<file path="src/inc/arc_pkg.sv">
package arc_pkg;
	// Chip operating modes, one-hot
	typedef enum logic [5:0] {
		ARC_MODE_INIT = 6'h01,
		ARC_MODE_NORMAL = 6'h02,
		ARC_MODE_STOP = 6'h04,
		ARC_MODE_SLEEP = 6'h08,
		ARC_MODE_RESTART = 6'h10,
		ARC_MODE_FAILSAFE = 6'h20
	} arc_mode_t;

	// Configuration lock state, one-hot
	typedef enum logic [2:0] {
		ARC_CFG_NONE = 3'h1,
		ARC_CFG_ALONE = 3'h2,
		ARC_CFG_SHARE = 3'h4
	} arc_cfg_t;

	// Host control bits as written over SPI
	typedef struct packed {
		logic aux_reg_on;
		logic aux_load_share_sel;
		logic aux_voltage_select;
		logic aux_uv_stay_off;
		logic aux_share_stop_keep;
	} arc_ctrl_t;

	// Status word reported in the second supply status register
	typedef struct packed {
		logic aux_overcurrent_flag;
		logic aux_undervoltage_flag;
		logic aux_enabled;
		logic aux_share_cfg;
		logic aux_alone_cfg;
	} arc_status_t;

	localparam logic ARC_RST_BIT = 1'h0;
	localparam logic ARC_LEVEL_3V3 = 1'h0;
	localparam logic ARC_LEVEL_1V8 = 1'h1;
	localparam int ARC_UV_FILTER_NS = 1000;
	localparam int ARC_CLK_PERIOD_NS = 10;
	localparam int ARC_UV_FILTER_CYC = (ARC_UV_FILTER_NS + ARC_CLK_PERIOD_NS - 1) / ARC_CLK_PERIOD_NS;
endpackage

</file>
<file path="src/hdl/arc_cfg_lock.sv">
`timescale 1ns/1ns
module arc_cfg_lock
	import arc_pkg::*;
(
	input wire logic sys_clk_in,
	input wire logic por_in,
	input wire logic wr_strobe_in,
	input wire logic mode_normal_in,
	input wire arc_ctrl_t wr_ctrl_in,
	output arc_cfg_t cfg_out,
	output logic spi_fail_out
);
	arc_cfg_t next_cfg;
	logic next_spi_fail;
	wire logic pick_alone = wr_strobe_in && mode_normal_in && wr_ctrl_in.aux_reg_on
		&& !wr_ctrl_in.aux_load_share_sel;
	wire logic pick_share = wr_strobe_in && wr_ctrl_in.aux_load_share_sel;
	// A change attempt is any write with aux_reg_on set or aux_load_share_sel clear once sharing is locked
	wire logic share_change = wr_strobe_in && (cfg_out == ARC_CFG_SHARE)
		&& (wr_ctrl_in.aux_reg_on || !wr_ctrl_in.aux_load_share_sel);

	// Latch only out of the unconfigured state; soft reset does not reach here
	always_comb begin
		next_cfg = cfg_out;
		next_spi_fail = share_change;
		unique case (cfg_out)
			ARC_CFG_NONE: begin
				if (pick_share) begin
					next_cfg = ARC_CFG_SHARE;
				end else if (pick_alone) begin
					next_cfg = ARC_CFG_ALONE;
				end
			end
			ARC_CFG_ALONE: next_cfg = ARC_CFG_ALONE;
			ARC_CFG_SHARE: next_cfg = ARC_CFG_SHARE;
			default: next_cfg = ARC_CFG_NONE;
		endcase
	end

	// Power-on reset only: configuration survives soft reset
	always_ff @(posedge sys_clk_in) begin
		if (por_in) begin
			cfg_out <= ARC_CFG_NONE;
			spi_fail_out <= ARC_RST_BIT;
		end else begin
			cfg_out <= next_cfg;
			spi_fail_out <= next_spi_fail;
		end
	end
endmodule

</file>
<file path="src/hdl/arc_uv_filter.sv">
`timescale 1ns/1ns
module arc_uv_filter
	import arc_pkg::*;
#(
	parameter int FILTER_CYC = ARC_UV_FILTER_CYC
) (
	input wire logic sys_clk_in,
	input wire logic sys_rst_in,
	input wire logic raw_uv_in,
	output logic uv_out
);
	localparam int CW = $clog2(FILTER_CYC + 1);
	localparam logic [CW-1:0] CNT_TOP = CW'(FILTER_CYC);
	logic [CW-1:0] cnt;

	// Elaboration guard: a zero window leaves the counter nothing to count
	if (FILTER_CYC < 1) begin
		$error("FILTER_CYC must be at least 1");
	end

	// Level must persist the whole window before uv_out follows; rejects glitches
	always_ff @(posedge sys_clk_in) begin
		if (sys_rst_in) begin
			cnt <= '0;
			uv_out <= ARC_RST_BIT;
		end else if (raw_uv_in == uv_out) begin
			cnt <= '0;
		end else if (cnt == CNT_TOP - CW'(1)) begin
			cnt <= '0;
			uv_out <= raw_uv_in;
		end else begin
			cnt <= cnt + CW'(1);
		end
	end
endmodule

</file>
<file path="src/hdl/arc_aux_reg_ctrl.sv">
`timescale 1ns/1ns
module arc_aux_reg_ctrl
	import arc_pkg::*;
#(
	parameter int UV_FILTER_CYC = ARC_UV_FILTER_CYC
) (
	input wire logic sys_clk_in,
	input wire logic sys_rst_in,
	input wire logic por_in,
	input wire arc_mode_t mode_in,
	input wire logic ctrl_wr_in,
	input wire arc_ctrl_t ctrl_in,
	input wire logic main_level_1v8_in,
	input wire logic main_enabled_in,
	input wire logic supply_uv_in,
	input wire logic shunt_limit_in,
	input wire logic oc_clear_in,
	output logic aux_enable_out,
	output logic aux_level_1v8_out,
	output logic aux_high_power_out,
	output logic aux_low_power_allow_out,
	output logic aux_current_limit_out,
	output logic spi_fail_out,
	output arc_status_t status_out,
	output arc_cfg_t cfg_out
);
	arc_cfg_t cfg;
	logic lock_fail;
	logic uv_filt;
	logic uv_seen;
	arc_ctrl_t ctrl;
	logic next_enable;

	// Elaboration guard: the debounce needs at least one cycle of window
	if (UV_FILTER_CYC < 1) begin
		$error("UV_FILTER_CYC must be at least 1");
	end

	arc_cfg_lock u_lock (
		.sys_clk_in(sys_clk_in),
		.por_in(por_in),
		.wr_strobe_in(ctrl_wr_in),
		.mode_normal_in(mode_in == ARC_MODE_NORMAL),
		.wr_ctrl_in(ctrl_in),
		.cfg_out(cfg),
		.spi_fail_out(lock_fail)
	);

	// Supply undervoltage debounce
	arc_uv_filter #(
		.FILTER_CYC(UV_FILTER_CYC)
	) u_uv (
		.sys_clk_in(sys_clk_in),
		.sys_rst_in(sys_rst_in),
		.raw_uv_in(supply_uv_in),
		.uv_out(uv_filt)
	);

	// Configuration and mode decodes
	wire logic is_alone = (cfg == ARC_CFG_ALONE);
	wire logic is_share = (cfg == ARC_CFG_SHARE);
	wire logic in_normal = (mode_in == ARC_MODE_NORMAL);
	wire logic in_stop = (mode_in == ARC_MODE_STOP);

	wire logic on_req = is_alone ? ctrl.aux_reg_on : (is_share && ctrl.aux_load_share_sel);

	wire logic uv_block = uv_filt || (uv_seen && ctrl.aux_uv_stay_off);

	always_comb begin
		next_enable = 1'b0;
		unique case (mode_in)
			ARC_MODE_INIT: next_enable = 1'b0;
			ARC_MODE_NORMAL: next_enable = on_req;
			ARC_MODE_STOP: next_enable = is_alone ? ctrl.aux_reg_on
				: (is_share && ctrl.aux_load_share_sel && ctrl.aux_share_stop_keep);
			ARC_MODE_SLEEP: next_enable = is_alone && ctrl.aux_reg_on;
			ARC_MODE_RESTART: next_enable = is_alone ? ctrl.aux_reg_on : (is_share && main_enabled_in);
			ARC_MODE_FAILSAFE: next_enable = 1'b0;
			default: next_enable = 1'b0;
		endcase
	end

	wire logic next_level = is_share ? main_level_1v8_in
		: (ctrl.aux_voltage_select ? ARC_LEVEL_1V8 : ARC_LEVEL_3V3);

	wire logic oc_event = is_alone && aux_enable_out && shunt_limit_in;

	// Control bits are written in Normal only, so Stop/Sleep hold fixed settings
	always_ff @(posedge sys_clk_in) begin
		if (sys_rst_in) begin
			ctrl <= '0;
		end else if (ctrl_wr_in && in_normal) begin
			ctrl <= ctrl_in;
		end
	end

	// Sticky undervoltage memory; cleared once the filtered undervoltage is gone and stay-off is low
	always_ff @(posedge sys_clk_in) begin
		if (sys_rst_in) begin
			uv_seen <= ARC_RST_BIT;
		end else if (uv_filt) begin
			uv_seen <= 1'b1;
		end else if (!ctrl.aux_uv_stay_off) begin
			uv_seen <= 1'b0;
		end
	end

	// Regulator drive outputs
	always_ff @(posedge sys_clk_in) begin
		if (sys_rst_in) begin
			aux_enable_out <= ARC_RST_BIT;
			aux_level_1v8_out <= ARC_LEVEL_3V3;
			aux_high_power_out <= ARC_RST_BIT;
			aux_low_power_allow_out <= ARC_RST_BIT;
			aux_current_limit_out <= ARC_RST_BIT;
		end else begin
			aux_enable_out <= next_enable && !uv_block;
			aux_level_1v8_out <= next_level;
			aux_high_power_out <= next_enable && !uv_block && (in_normal || !in_stop);
			aux_low_power_allow_out <= next_enable && !uv_block && in_stop;
			aux_current_limit_out <= oc_event;
		end
	end

	// status word, sticky flag: set wins over clear
	always_ff @(posedge sys_clk_in) begin
		if (sys_rst_in) begin
			status_out <= '0;
		end else begin
			status_out.aux_overcurrent_flag <= oc_event || (status_out.aux_overcurrent_flag && !oc_clear_in);
			status_out.aux_undervoltage_flag <= is_alone && uv_filt;
			status_out.aux_enabled <= next_enable && !uv_block;
			status_out.aux_share_cfg <= is_share;
			status_out.aux_alone_cfg <= is_alone;
		end
	end

	always_ff @(posedge sys_clk_in) begin
		if (por_in) begin
			spi_fail_out <= ARC_RST_BIT;
			cfg_out <= ARC_CFG_NONE;
		end else begin
			spi_fail_out <= lock_fail;
			cfg_out <= cfg;
		end
	end
endmodule

</file>
<file path="config.mk">
export PLATFORM = sky130hd
export DESIGN_NAME = arc_aux_reg_ctrl
export DESIGN_NICKNAME = d
export VERILOG_FILES = /design/src/inc/arc_pkg.sv /design/src/hdl/arc_cfg_lock.sv /design/src/hdl/arc_uv_filter.sv /design/src/hdl/arc_aux_reg_ctrl.sv
export SDC_FILE = /design/constraint.sdc
export NUM_CORES = 1
export LEC_CHECK = 0
export BUFFER_PORTS_ARGS = -buffer_cell sky130_fd_sc_hd__buf_2
export CORE_UTILIZATION = 36
export DETAILED_ROUTE_END_ITERATION = 10
export SLEW_MARGIN = 20
export SYNTH_ARGS = -nofsm -noshare
export SYNTH_HDL_FRONTEND = slang
export SYNTH_SLANG_ARGS = --single-unit
</file>
<file path="constraint.sdc">
create_clock -name sys_clk_in -period 1.95 [get_ports sys_clk_in]
set_clock_uncertainty 0.2 [all_clocks]
set_input_delay 0.0975 -clock sys_clk_in [delete_from_list [all_inputs] [get_ports sys_clk_in]]
set_output_delay 0.0975 -clock sys_clk_in [all_outputs]
set_load 0.1 [all_outputs]
</file>
==> impl_metrics.toml, run 1 <==
[run_status]
run_status = "completed"

[timing]
rsz0062_at_grt = "yes"
final_hold_viol_count = 0
worst_slew_pin_slew_ns = 0.488
tns_ns = 0
fmax_mhz = 525
slew_violations = 0
setup_violations = 0
hold_ws_ns = 0.0837
period_minus_slack_ns = 1.91
fin_crit_sh_pct = 97.7
relSlewSlack_pct = 67.7

[die]
start_util_pct = 38.1
fp.dieH_um = 61.6
die_w_um = 61.6
core_sq_um = 3360
die_area_sq_um = 3800
rows = 21
ioPinCount = 34

[global_routing]
track_usage_pct = 16.0
antenna_found_initial = 0
grt_first_pass_wirelength_mm = 4.35
grt_pass1_vias = 1049
grt_max_degree = 14
grt.overflow.total = 0

[synthesis]
yosysSeqAreaShare_pct = 48.5
syn-num-nets = 152
syn-cell-area_sq_um = 1280
synthFlopType = "dfxtp_1"
netlist_instances = 131
synthArstFlopShare_pct = 0
synth_edf_count = 0
synthTopCellsByArea = "dfxtp_1, nor2_1, mux2i_1"
synth_top_cell_area_share_pct = 48.5
syn_area_per_cell_sq_um = 9.77
synth_cell_type_count = 40
yosysTopAreaCell = "dfxtp_1"
ys_ff_latch = 31
yosys_warnings = 0

[power_and_ir_drop]
max-vdd-ir-drop_v = 0.000297
p_per_area_nw_per_um2 = 636
power_leakage_nw = 0.788

[route]
drt-initial-drc-count = 33
wirelength_met1_mm = 1.21
vias_per_cell = 4.70
drc = 0
ant_nets = 0
dr_wl_met2_mm = 1.23
wl_per_cell_um = 11.2
first_pass_iters = 4
dr.max_layer_used = "met4"
route.met3.wl_um = 161
routed_wl_mm = 2.65
num_vias = 1114

[hold_path]
hold_depth = 5
hold_path.class = "in2reg"
min_to = "ctrl[4]"
hp-start = "mode_in[0]"

[clock_tree]
clk_latency_ns = 0.31
clock_sinks = 31
cts-root-buf = "clkbuf_4"
cts.repair.resized = 0
tritoncts = "done"
cts.clk_slew.worst_paths_ns = 0.09
cts_setup_buffers = 0
clockBufferDepth = 2
htree_num_levels = 2
cts_buffers = 5

[place]
dp_hpwl_mm = 1.85
gp_congestion = 0.828
dp.cells = 205
io_buffers = 33

[setup_path]
path_cells = "dlygate4sd3_1 > buf_2 > nand4_4 > nand4b_4 > a211oi_2 > dlygate4sd3_1"
cp_top_family = "buffers and inverters"
r2r-start = "u_lock.cfg_out[0]"
r2r_end = "u_lock.cfg_out[1]"
cp_data_required_time_ns = 2.01
critical_path_arrival_ns = 1.97
cp-end-kind = "flip-flop"
start_kind = "primary input"
cp_slowest_stage_delay_ns = 0.57
crit_slowest_cell = "dlygate4sd3_1"
cp_common_cell = "dlygate4sd3_1"
reg2reg_depth = 5
crit_fanout = 7
crit_type = "in2reg"
ff2ff_setup_slack_ns = 0.05
cp_num_buf_inv = 3

[run]
maxCapViolCount = 0

[finish]
fin_util_pct = 52.3
nets = 211
num_antenna_cells = 0
fin_cells = 237
final_layout_size_suffix_gt1_share_pct = 24.1
syn2layout_area_growth_pct = 37.3
==> power by group <==
part	internal (mW)	total [mW]	leakage, nW	switching, mW
registers	0.641	0.650	0.251	0.00909
logic	0.0596	0.124	0.508	0.0647
clock network	0.140	0.344	0.0293	0.203
total	0.841	1.12	0.788	0.277
==> worst max path at each step <==
stage,start,end,slack [ns],cells after the start
6_report,mode_in[1],u_lock.cfg_out[1],0.04,6
2_1_floorplan,status_out[2],status_out[2],0.27,1
3_5_place_dp,u_uv.cnt[0],u_uv.cnt[4],0.34,5
5_1_grt,u_lock.cfg_out[1],status_out[4],-0.06,4
3_3_place_gp,u_uv.cnt[0],u_uv.cnt[2],0.39,5
4_1_cts,u_lock.cfg_out[0],u_lock.cfg_out[1],0.08,5
==> layout by cell type, fill, tap and decap left out, drive strengths merged, types with 3 or more instances in the layout <==
cell | netlist | layout
buf | 4 | 33
dfxtp | 31 | 31
dlygate4sd3 | 0 | 24
nor2 | 22 | 22
nand2 | 7 | 7
mux2i | 7 | 7
clkbuf | 1 | 7
nor2b | 6 | 6
nand2b | 5 | 5
inv | 4 | 4
xnor2 | 4 | 4
a21oi | 4 | 4
or3 | 3 | 3
nand3 | 3 | 3
xor2 | 3 | 3
nand3b | 3 | 3
nand4b | 3 | 3
==> tightest hold or removal path, delay by kind of cell <==
family / cells / cell delay [ns]
AND/OR/NAND/NOR: 3 / 0.28
multiplexers: 1 / 0.09
buffers and inverters: 1 / 0.09
==> routing by layer <==
| layer | up-vias | global-route usage (%) |
|---|---|---|
| met3 | 4 | 5.88 |
| li1 | 566 | - |
| met4 | 0 | 6.98 |
| met2 | 40 | 27.0 |
| met1 | 504 | 18.1 |
| met5 | - | 0 |
==> cells by family after synthesis <==
group | Yosys count | synth area share (%)
AOI/OAI and AO/OA | 12 | 6.65
xor gates and xnor gates | 7 | 4.79
adders and majority gates | 1 | 0.977
buffers and inverters | 9 | 3.91
DFF | 31 | 48.5
muxes | 7 | 5.47
and+or+nand+nor | 64 | 29.7
==> Yosys cell counts, drive strengths merged (2+ instances only) <==
cell,n
a211oi,2
a21oi,4
buf,4
dfxtp,31
inv,4
mux2i,7
nand2,7
nand2b,5
nand3,3
nand3b,3
nand4,2
nand4b,3
nor2,22
nor2b,6
nor3,2
nor4,2
o21ai,2
or2,2
or3,3
xnor2,4
xor2,3
==> layout make-up <==
type / instances / area [sq um]
inverter: 4 / 15.0
timing repair buffer: 57 / 405
clock buffer: 7 / 45.0
clock inverter: 1 / 5.00
multi-input combinational: 91 / 609
fill: 343 / 1610
tap: 46 / 57.6
sequential: 31 / 621
==> metrics by stage <==
step	instance area (sq um)	worst slack, ns	total power [mW]
floorplan	1280	0.269	0.721
global placement	1470	0.395	0.758
detailed placement	1470	0.336	0.760
CTS	1760	0.0782	1.13
global route	1760	-0.0620	1.18
finish	1760	0.0447	1.12
==> flip-flops by register name (all words and copies together), names as in the netlist <==
signal and flops:
aux_current_limit_out 1, u_uv.cnt 7, aux_low_power_allow_out 1, spi_fail_out 1, uv_seen 1, ctrl 5, u_uv.uv_out 1, aux_high_power_out 1
status_out 5, u_lock.spi_fail_out 1, cfg_out 3, aux_level_1v8_out 1, u_lock.cfg_out 3
==> timing repair <==
item                       in CTS  in global routing
hold buffers                   24                  0
hold endpoints to repair       23                  0
setup endpoints to repair       0                  2
Note: power is estimated with default switching activity, not from simulation.
==> run 2, diff against run 1 <==
Settings changed: CORE_UTILIZATION 36 to 50, PLACE_DENSITY set to 0.76.
==> impl_metrics.toml, run 2 (synthesis results as in run 1) <==
[run_status]
run_status = "completed"

[timing]
fin_crit_sh_pct = 96.2
slew_violations = 0
worst_slack_ns = 0.0733
relSlewSlack_pct = 67.5
period_minus_slack_ns = 1.88
worst_slew_pin_slew_ns = 0.491
setup_violations = 0
fmax_mhz = 533
hold_ws_ns = 0.00126
final_hold_viol_count = 0

[setup_path]
r2r-start = "u_lock.cfg_out[1]"
crit_start = "u_lock.cfg_out[1]"
cp_num_buf_inv = 1
crit_type = "reg2reg"
critical_path_arrival_ns = 1.96
cp-end-kind = "flip-flop"
r2r_end = "status_out[4]"
start_kind = "flip-flop"
critical_path_depth = 4
cp_data_required_time_ns = 2.03
crit_fanout = 11
crit_end = "status_out[4]"
crit_slowest_cell = "dlygate4sd3_1"
cp_top_family = "buffers and inverters"
ff2ff_setup_slack_ns = 0.07
reg2reg_depth = 4
cp_slowest_stage_delay_ns = 0.56
path_cells = "nor2b_1 > nand4b_1 > a21oi_1 > dlygate4sd3_1"

[finish]
mostFrequentLayoutCell = "buf_2"
final_layout_size_suffix_gt1_share_pct = 27.5
seq_area_sq_um = 623
fin_util_pct = 76.7
nets = 214
final.fill_count = 170
layout_common_cells = "buf_2, dfxtp_1, dlygate4sd3_1, nor2_1"
reg_top3 = "u_uv.cnt (7), ctrl (5), status_out (5)"
largest_reg_flops = 7
regMostFlops = "u_uv.cnt"
syn2layout_area_growth_pct = 38.9
num_antenna_cells = 0
multi_input_area_sq_um = 618
fin_cells = 221

[route]
drt-initial-drc-count = 32
wirelength_met1_mm = 1.22
num_vias = 1193
vias_per_cell = 5.40
first_pass_iters = 5
ant_nets = 0
drc = 0
dr.max_layer_used = "met4"
route.met3.wl_um = 247
wl_per_cell_um = 13.6
dr_wl_met2_mm = 1.49
routed_wl_mm = 3.02

[place]
dp_hpwl_mm = 1.76
gp_congestion = 0.782
io_buffers = 33
dp.cells = 187
place_ws_ns = 0.307

[clock_tree]
cts.clk_slew.worst_paths_ns = 0.10
clockBufferDepth = 2
cts_buffers = 5
cts-root-buf = "clkbuf_4"
clk_latency_ns = 0.34
clock_sinks = 31
tritoncts = "done"
htree_num_levels = 2

[die]
die_area_sq_um = 2770
fp.dieH_um = 52.6
rows = 17
core_sq_um = 2320
die_w_um = 52.6
start_util_pct = 55.2
ioPinCount = 34

[run]
maxCapViolCount = 0

[global_routing]
grt_max_degree = 14
grt.overflow.total = 0
track_usage_pct = 23.4
antenna_found_initial = 0
grt_pass1_vias = 1059
grt_first_pass_wirelength_mm = 4.46

[power_and_ir_drop]
max-vdd-ir-drop_v = 0.000572
power_leakage_nw = 0.806
p_per_area_nw_per_um2 = 654

[hold_path]
hp-start = "mode_in[5]"
hold_path.class = "in2reg"
[run 2: changes by cell type in the layout (fill, tap and decap cells not counted), moves of 2 or more]
cell / delta
clkbuf_1: -2
dfxtp_2: +2
buf_4: +2
dfxtp_1: -2
[run 2: worst min-delay path, stage by stage]
cell and delay (ns):
buf_2 0.09, nor3_2 0.05, nand4_4 0.10, mux2i_1 0.09
nor2_1 0.08
[run 2: stage by stage]
step                      cell area [sq um]  TNS [ns]  total power [mW]
after global routing                   1780   -0.0220              1.20
after global placement                 1450         0             0.757
after CTS                              1750         0              1.16
after floorplan                        1280         0             0.721
final                                  1780         0              1.16
after detailed placement               1450         0             0.759
[run 2: routing by layer]
metal / vias to the layer above / global-route usage (%)
met2: 62 / 40.3
li1: 570 / -
met1: 548 / 24.6
met5: - / 0
met4: 0 / 10.5
met3: 13 / 9.57
[run 2: how the worst min path moves through the flow]
| stage | end | slack [ns] | cells after the start |
|---|---|---|---|
| floorplan | u_lock.cfg_out[1] | -0.04 | 1 |
| global placement | ctrl[0] | 0.13 | 3 |
| detailed placement | ctrl[0] | 0.13 | 3 |
| CTS | ctrl[4] | 0.06 | 5 |
| global route | ctrl[3] | 0.02 | 5 |
| finish | ctrl[3] | 0.001 | 5 |
[run 2: layout make-up]
class,count,area share [%]
well taps,28,1.97
repair buffers,60,24.2
multi-input cells,91,34.8
clock buffers,6,2.89
flip-flops and latches,31,35.0
inverters,4,0.844
clock inverters,1,0.281
[run 2: timing repair]
item | in CTS | in global routing
setup endpoints to repair | 0 | 3
gates resized for setup | 0 | 4
buffers inserted | 0 | 2
endpoints found under the hold margin | 23 | 0
hold buffers | 25 | 0
[run 2: power breakdown]
| part | internal (mW) | switching (mW) | total (mW) | leakage (nW) |
|---|---|---|---|---|
| sequential | 0.641 | 0.00992 | 0.651 | 0.251 |
| clock | 0.167 | 0.215 | 0.381 | 0.0341 |
| combinational | 0.0610 | 0.0691 | 0.130 | 0.521 |
| total | 0.869 | 0.294 | 1.16 | 0.806 |
==> run 3, diff against run 2 <==
Settings changed: PLACE_DENSITY 0.76 to 0.83, REMOVE_ABC_BUFFERS set to 1.
==> impl_metrics.toml, run 3 (synthesis results as in run 1) <==
[finish]
layout_common_cells = "buf_2, dfxtp_1, dlygate4sd3_1, nor2_1"
num_antenna_cells = 0
seq_area_sq_um = 621
reg_top3 = "u_uv.cnt (7), ctrl (5), status_out (5)"
nets = 215
multi_input_area_sq_um = 627
regMostFlops = "u_uv.cnt"
final.fill_count = 156
largest_reg_flops = 7
mostFrequentLayoutCell = "buf_2"
syn2layout_area_growth_pct = 39.3
final_layout_size_suffix_gt1_share_pct = 26.7

[route]
drc = 0
first_pass_iters = 5
num_vias = 1150
ant_nets = 0
vias_per_cell = 5.16
drt-initial-drc-count = 22
routed_wl_mm = 2.92
wl_per_cell_um = 13.1

[place]
place_ws_ns = 0.339
gp_congestion = 0.760
dp_hpwl_mm = 1.72
io_buffers = 33

[global_routing]
grt_first_pass_wirelength_mm = 4.59
grt_max_degree = 14
track_usage_pct = 24.1
grt.overflow.total = 0
grt_pass1_vias = 1057
antenna_found_initial = 0

[die]
rows = 17
core_sq_um = 2320
ioPinCount = 34
fp.dieH_um = 52.6
start_util_pct = 55.2
die_area_sq_um = 2770
die_w_um = 52.6

[clock_tree]
cts.clk_slew.worst_paths_ns = 0.10
cts-root-buf = "clkbuf_4"
cts_buffers = 5
htree_num_levels = 2
clk_latency_ns = 0.33
tritoncts = "done"
clockBufferDepth = 2
clock_sinks = 31

[setup_path]
critical_path_arrival_ns = 1.93
start_kind = "primary input"
cp_data_required_time_ns = 1.97
crit_slowest_cell = "dlygate4sd3_1"
cp_num_buf_inv = 3
crit_fanout = 3
crit_type = "in2reg"
cp-end-kind = "flip-flop"
cp_common_cell = "dlygate4sd3_1"
cp_slowest_stage_delay_ns = 0.60
path_cells = "buf_2 > dlygate4sd3_1 > nor4_4 > nand2_1 > dlygate4sd3_1 > a21boi_1"
cp_top_family = "buffers and inverters"

[timing]
slew_violations = 0
final_hold_viol_count = 0
period_minus_slack_ns = 1.91
setup_violations = 0
worst_slack_ns = 0.0362
fin_crit_sh_pct = 98.1
worst_slew_pin_slew_ns = 0.495
fmax_mhz = 523
relSlewSlack_pct = 67.2

[hold_path]
hold_path.class = "in2reg"

[power_and_ir_drop]
max-vdd-ir-drop_v = 0.000575
power_leakage_nw = 0.803
finalPower_mw = 1.13
p_per_area_nw_per_um2 = 636

[run_status]
run_status = "completed"

[run]
maxCapViolCount = 0
[run 3: changes by cell type in the layout (fill, tap and decap cells not counted), sizes merged]
cell / previous run / this run
buf: 35 / 37
dlygate4sd3: 25 / 24
clkbuf: 6 / 7
[run 3: timing repair]
action	in CTS	in global routing
gates resized for setup	0	3
hold endpoints to repair	23	0
hold buffers	24	0
setup buffers	0	4
endpoints found under the setup margin	0	3
[run 3: area by class of cell]
class	count	area share, %
Inverter	4	0.842
Clock inverter	1	0.281
Sequential cell	31	34.8
Multi-Input combinational cell	91	35.2
Tap cell	28	1.96
Timing Repair Buffer	61	24.4
Clock buffer	7	2.53
[run 3: worst min-delay path, stage by stage]
cell     delay (ns)
buf_2          0.09
nor3_2         0.05
nand4_4        0.14
mux2i_1        0.08
nor2_1         0.07
[run 3: worst paths after layout]
check                       from            endpoint  slack, ns  depth (start not counted)
min                   mode_in[5]             ctrl[3]       0.03                          5
min reg2reg  u_lock.spi_fail_out        spi_fail_out       0.25                          1
max                   mode_in[0]  aux_high_power_out       0.04                          6
max reg2reg    u_lock.cfg_out[0]   u_lock.cfg_out[1]       0.08                          5
[run 3: power breakdown]
group	leakage, nW	internal, mW	switching [mW]	total (mW)
registers	0.251	0.641	0.00925	0.650
logic	0.524	0.0619	0.0697	0.132
clock network	0.0293	0.140	0.211	0.351
[run 3: routing by layer]
| layer | vias up | share of wire (%) | track usage [%] |
|---|---|---|---|
| met2 | 53 | 49 | 40.5 |
| li1 | 578 | - | - |
| met5 | - | 0 | 0 |
| met4 | 0 | 1.5 | 11.8 |
| met3 | 6 | 6.2 | 7.83 |
| met1 | 513 | 43 | 27.1 |
[run 3: through the flow]
stage / TNS, ns / utilization, % / hold slack, ns / area (sq um) / instances
after floorplan: -0.453 / - / -0.0379 / 1240 / 126
after global placement: 0 / 62.3 / 0.125 / 1450 / 187
after detailed placement: 0 / 62.3 / 0.137 / 1450 / 187
after CTS: 0 / 74.9 / 0.0572 / 1740 / 219
after global routing: -0.0461 / 76.9 / 0.0414 / 1780 / 223
final: 0 / 76.9 / 0.0315 / 1780 / 223
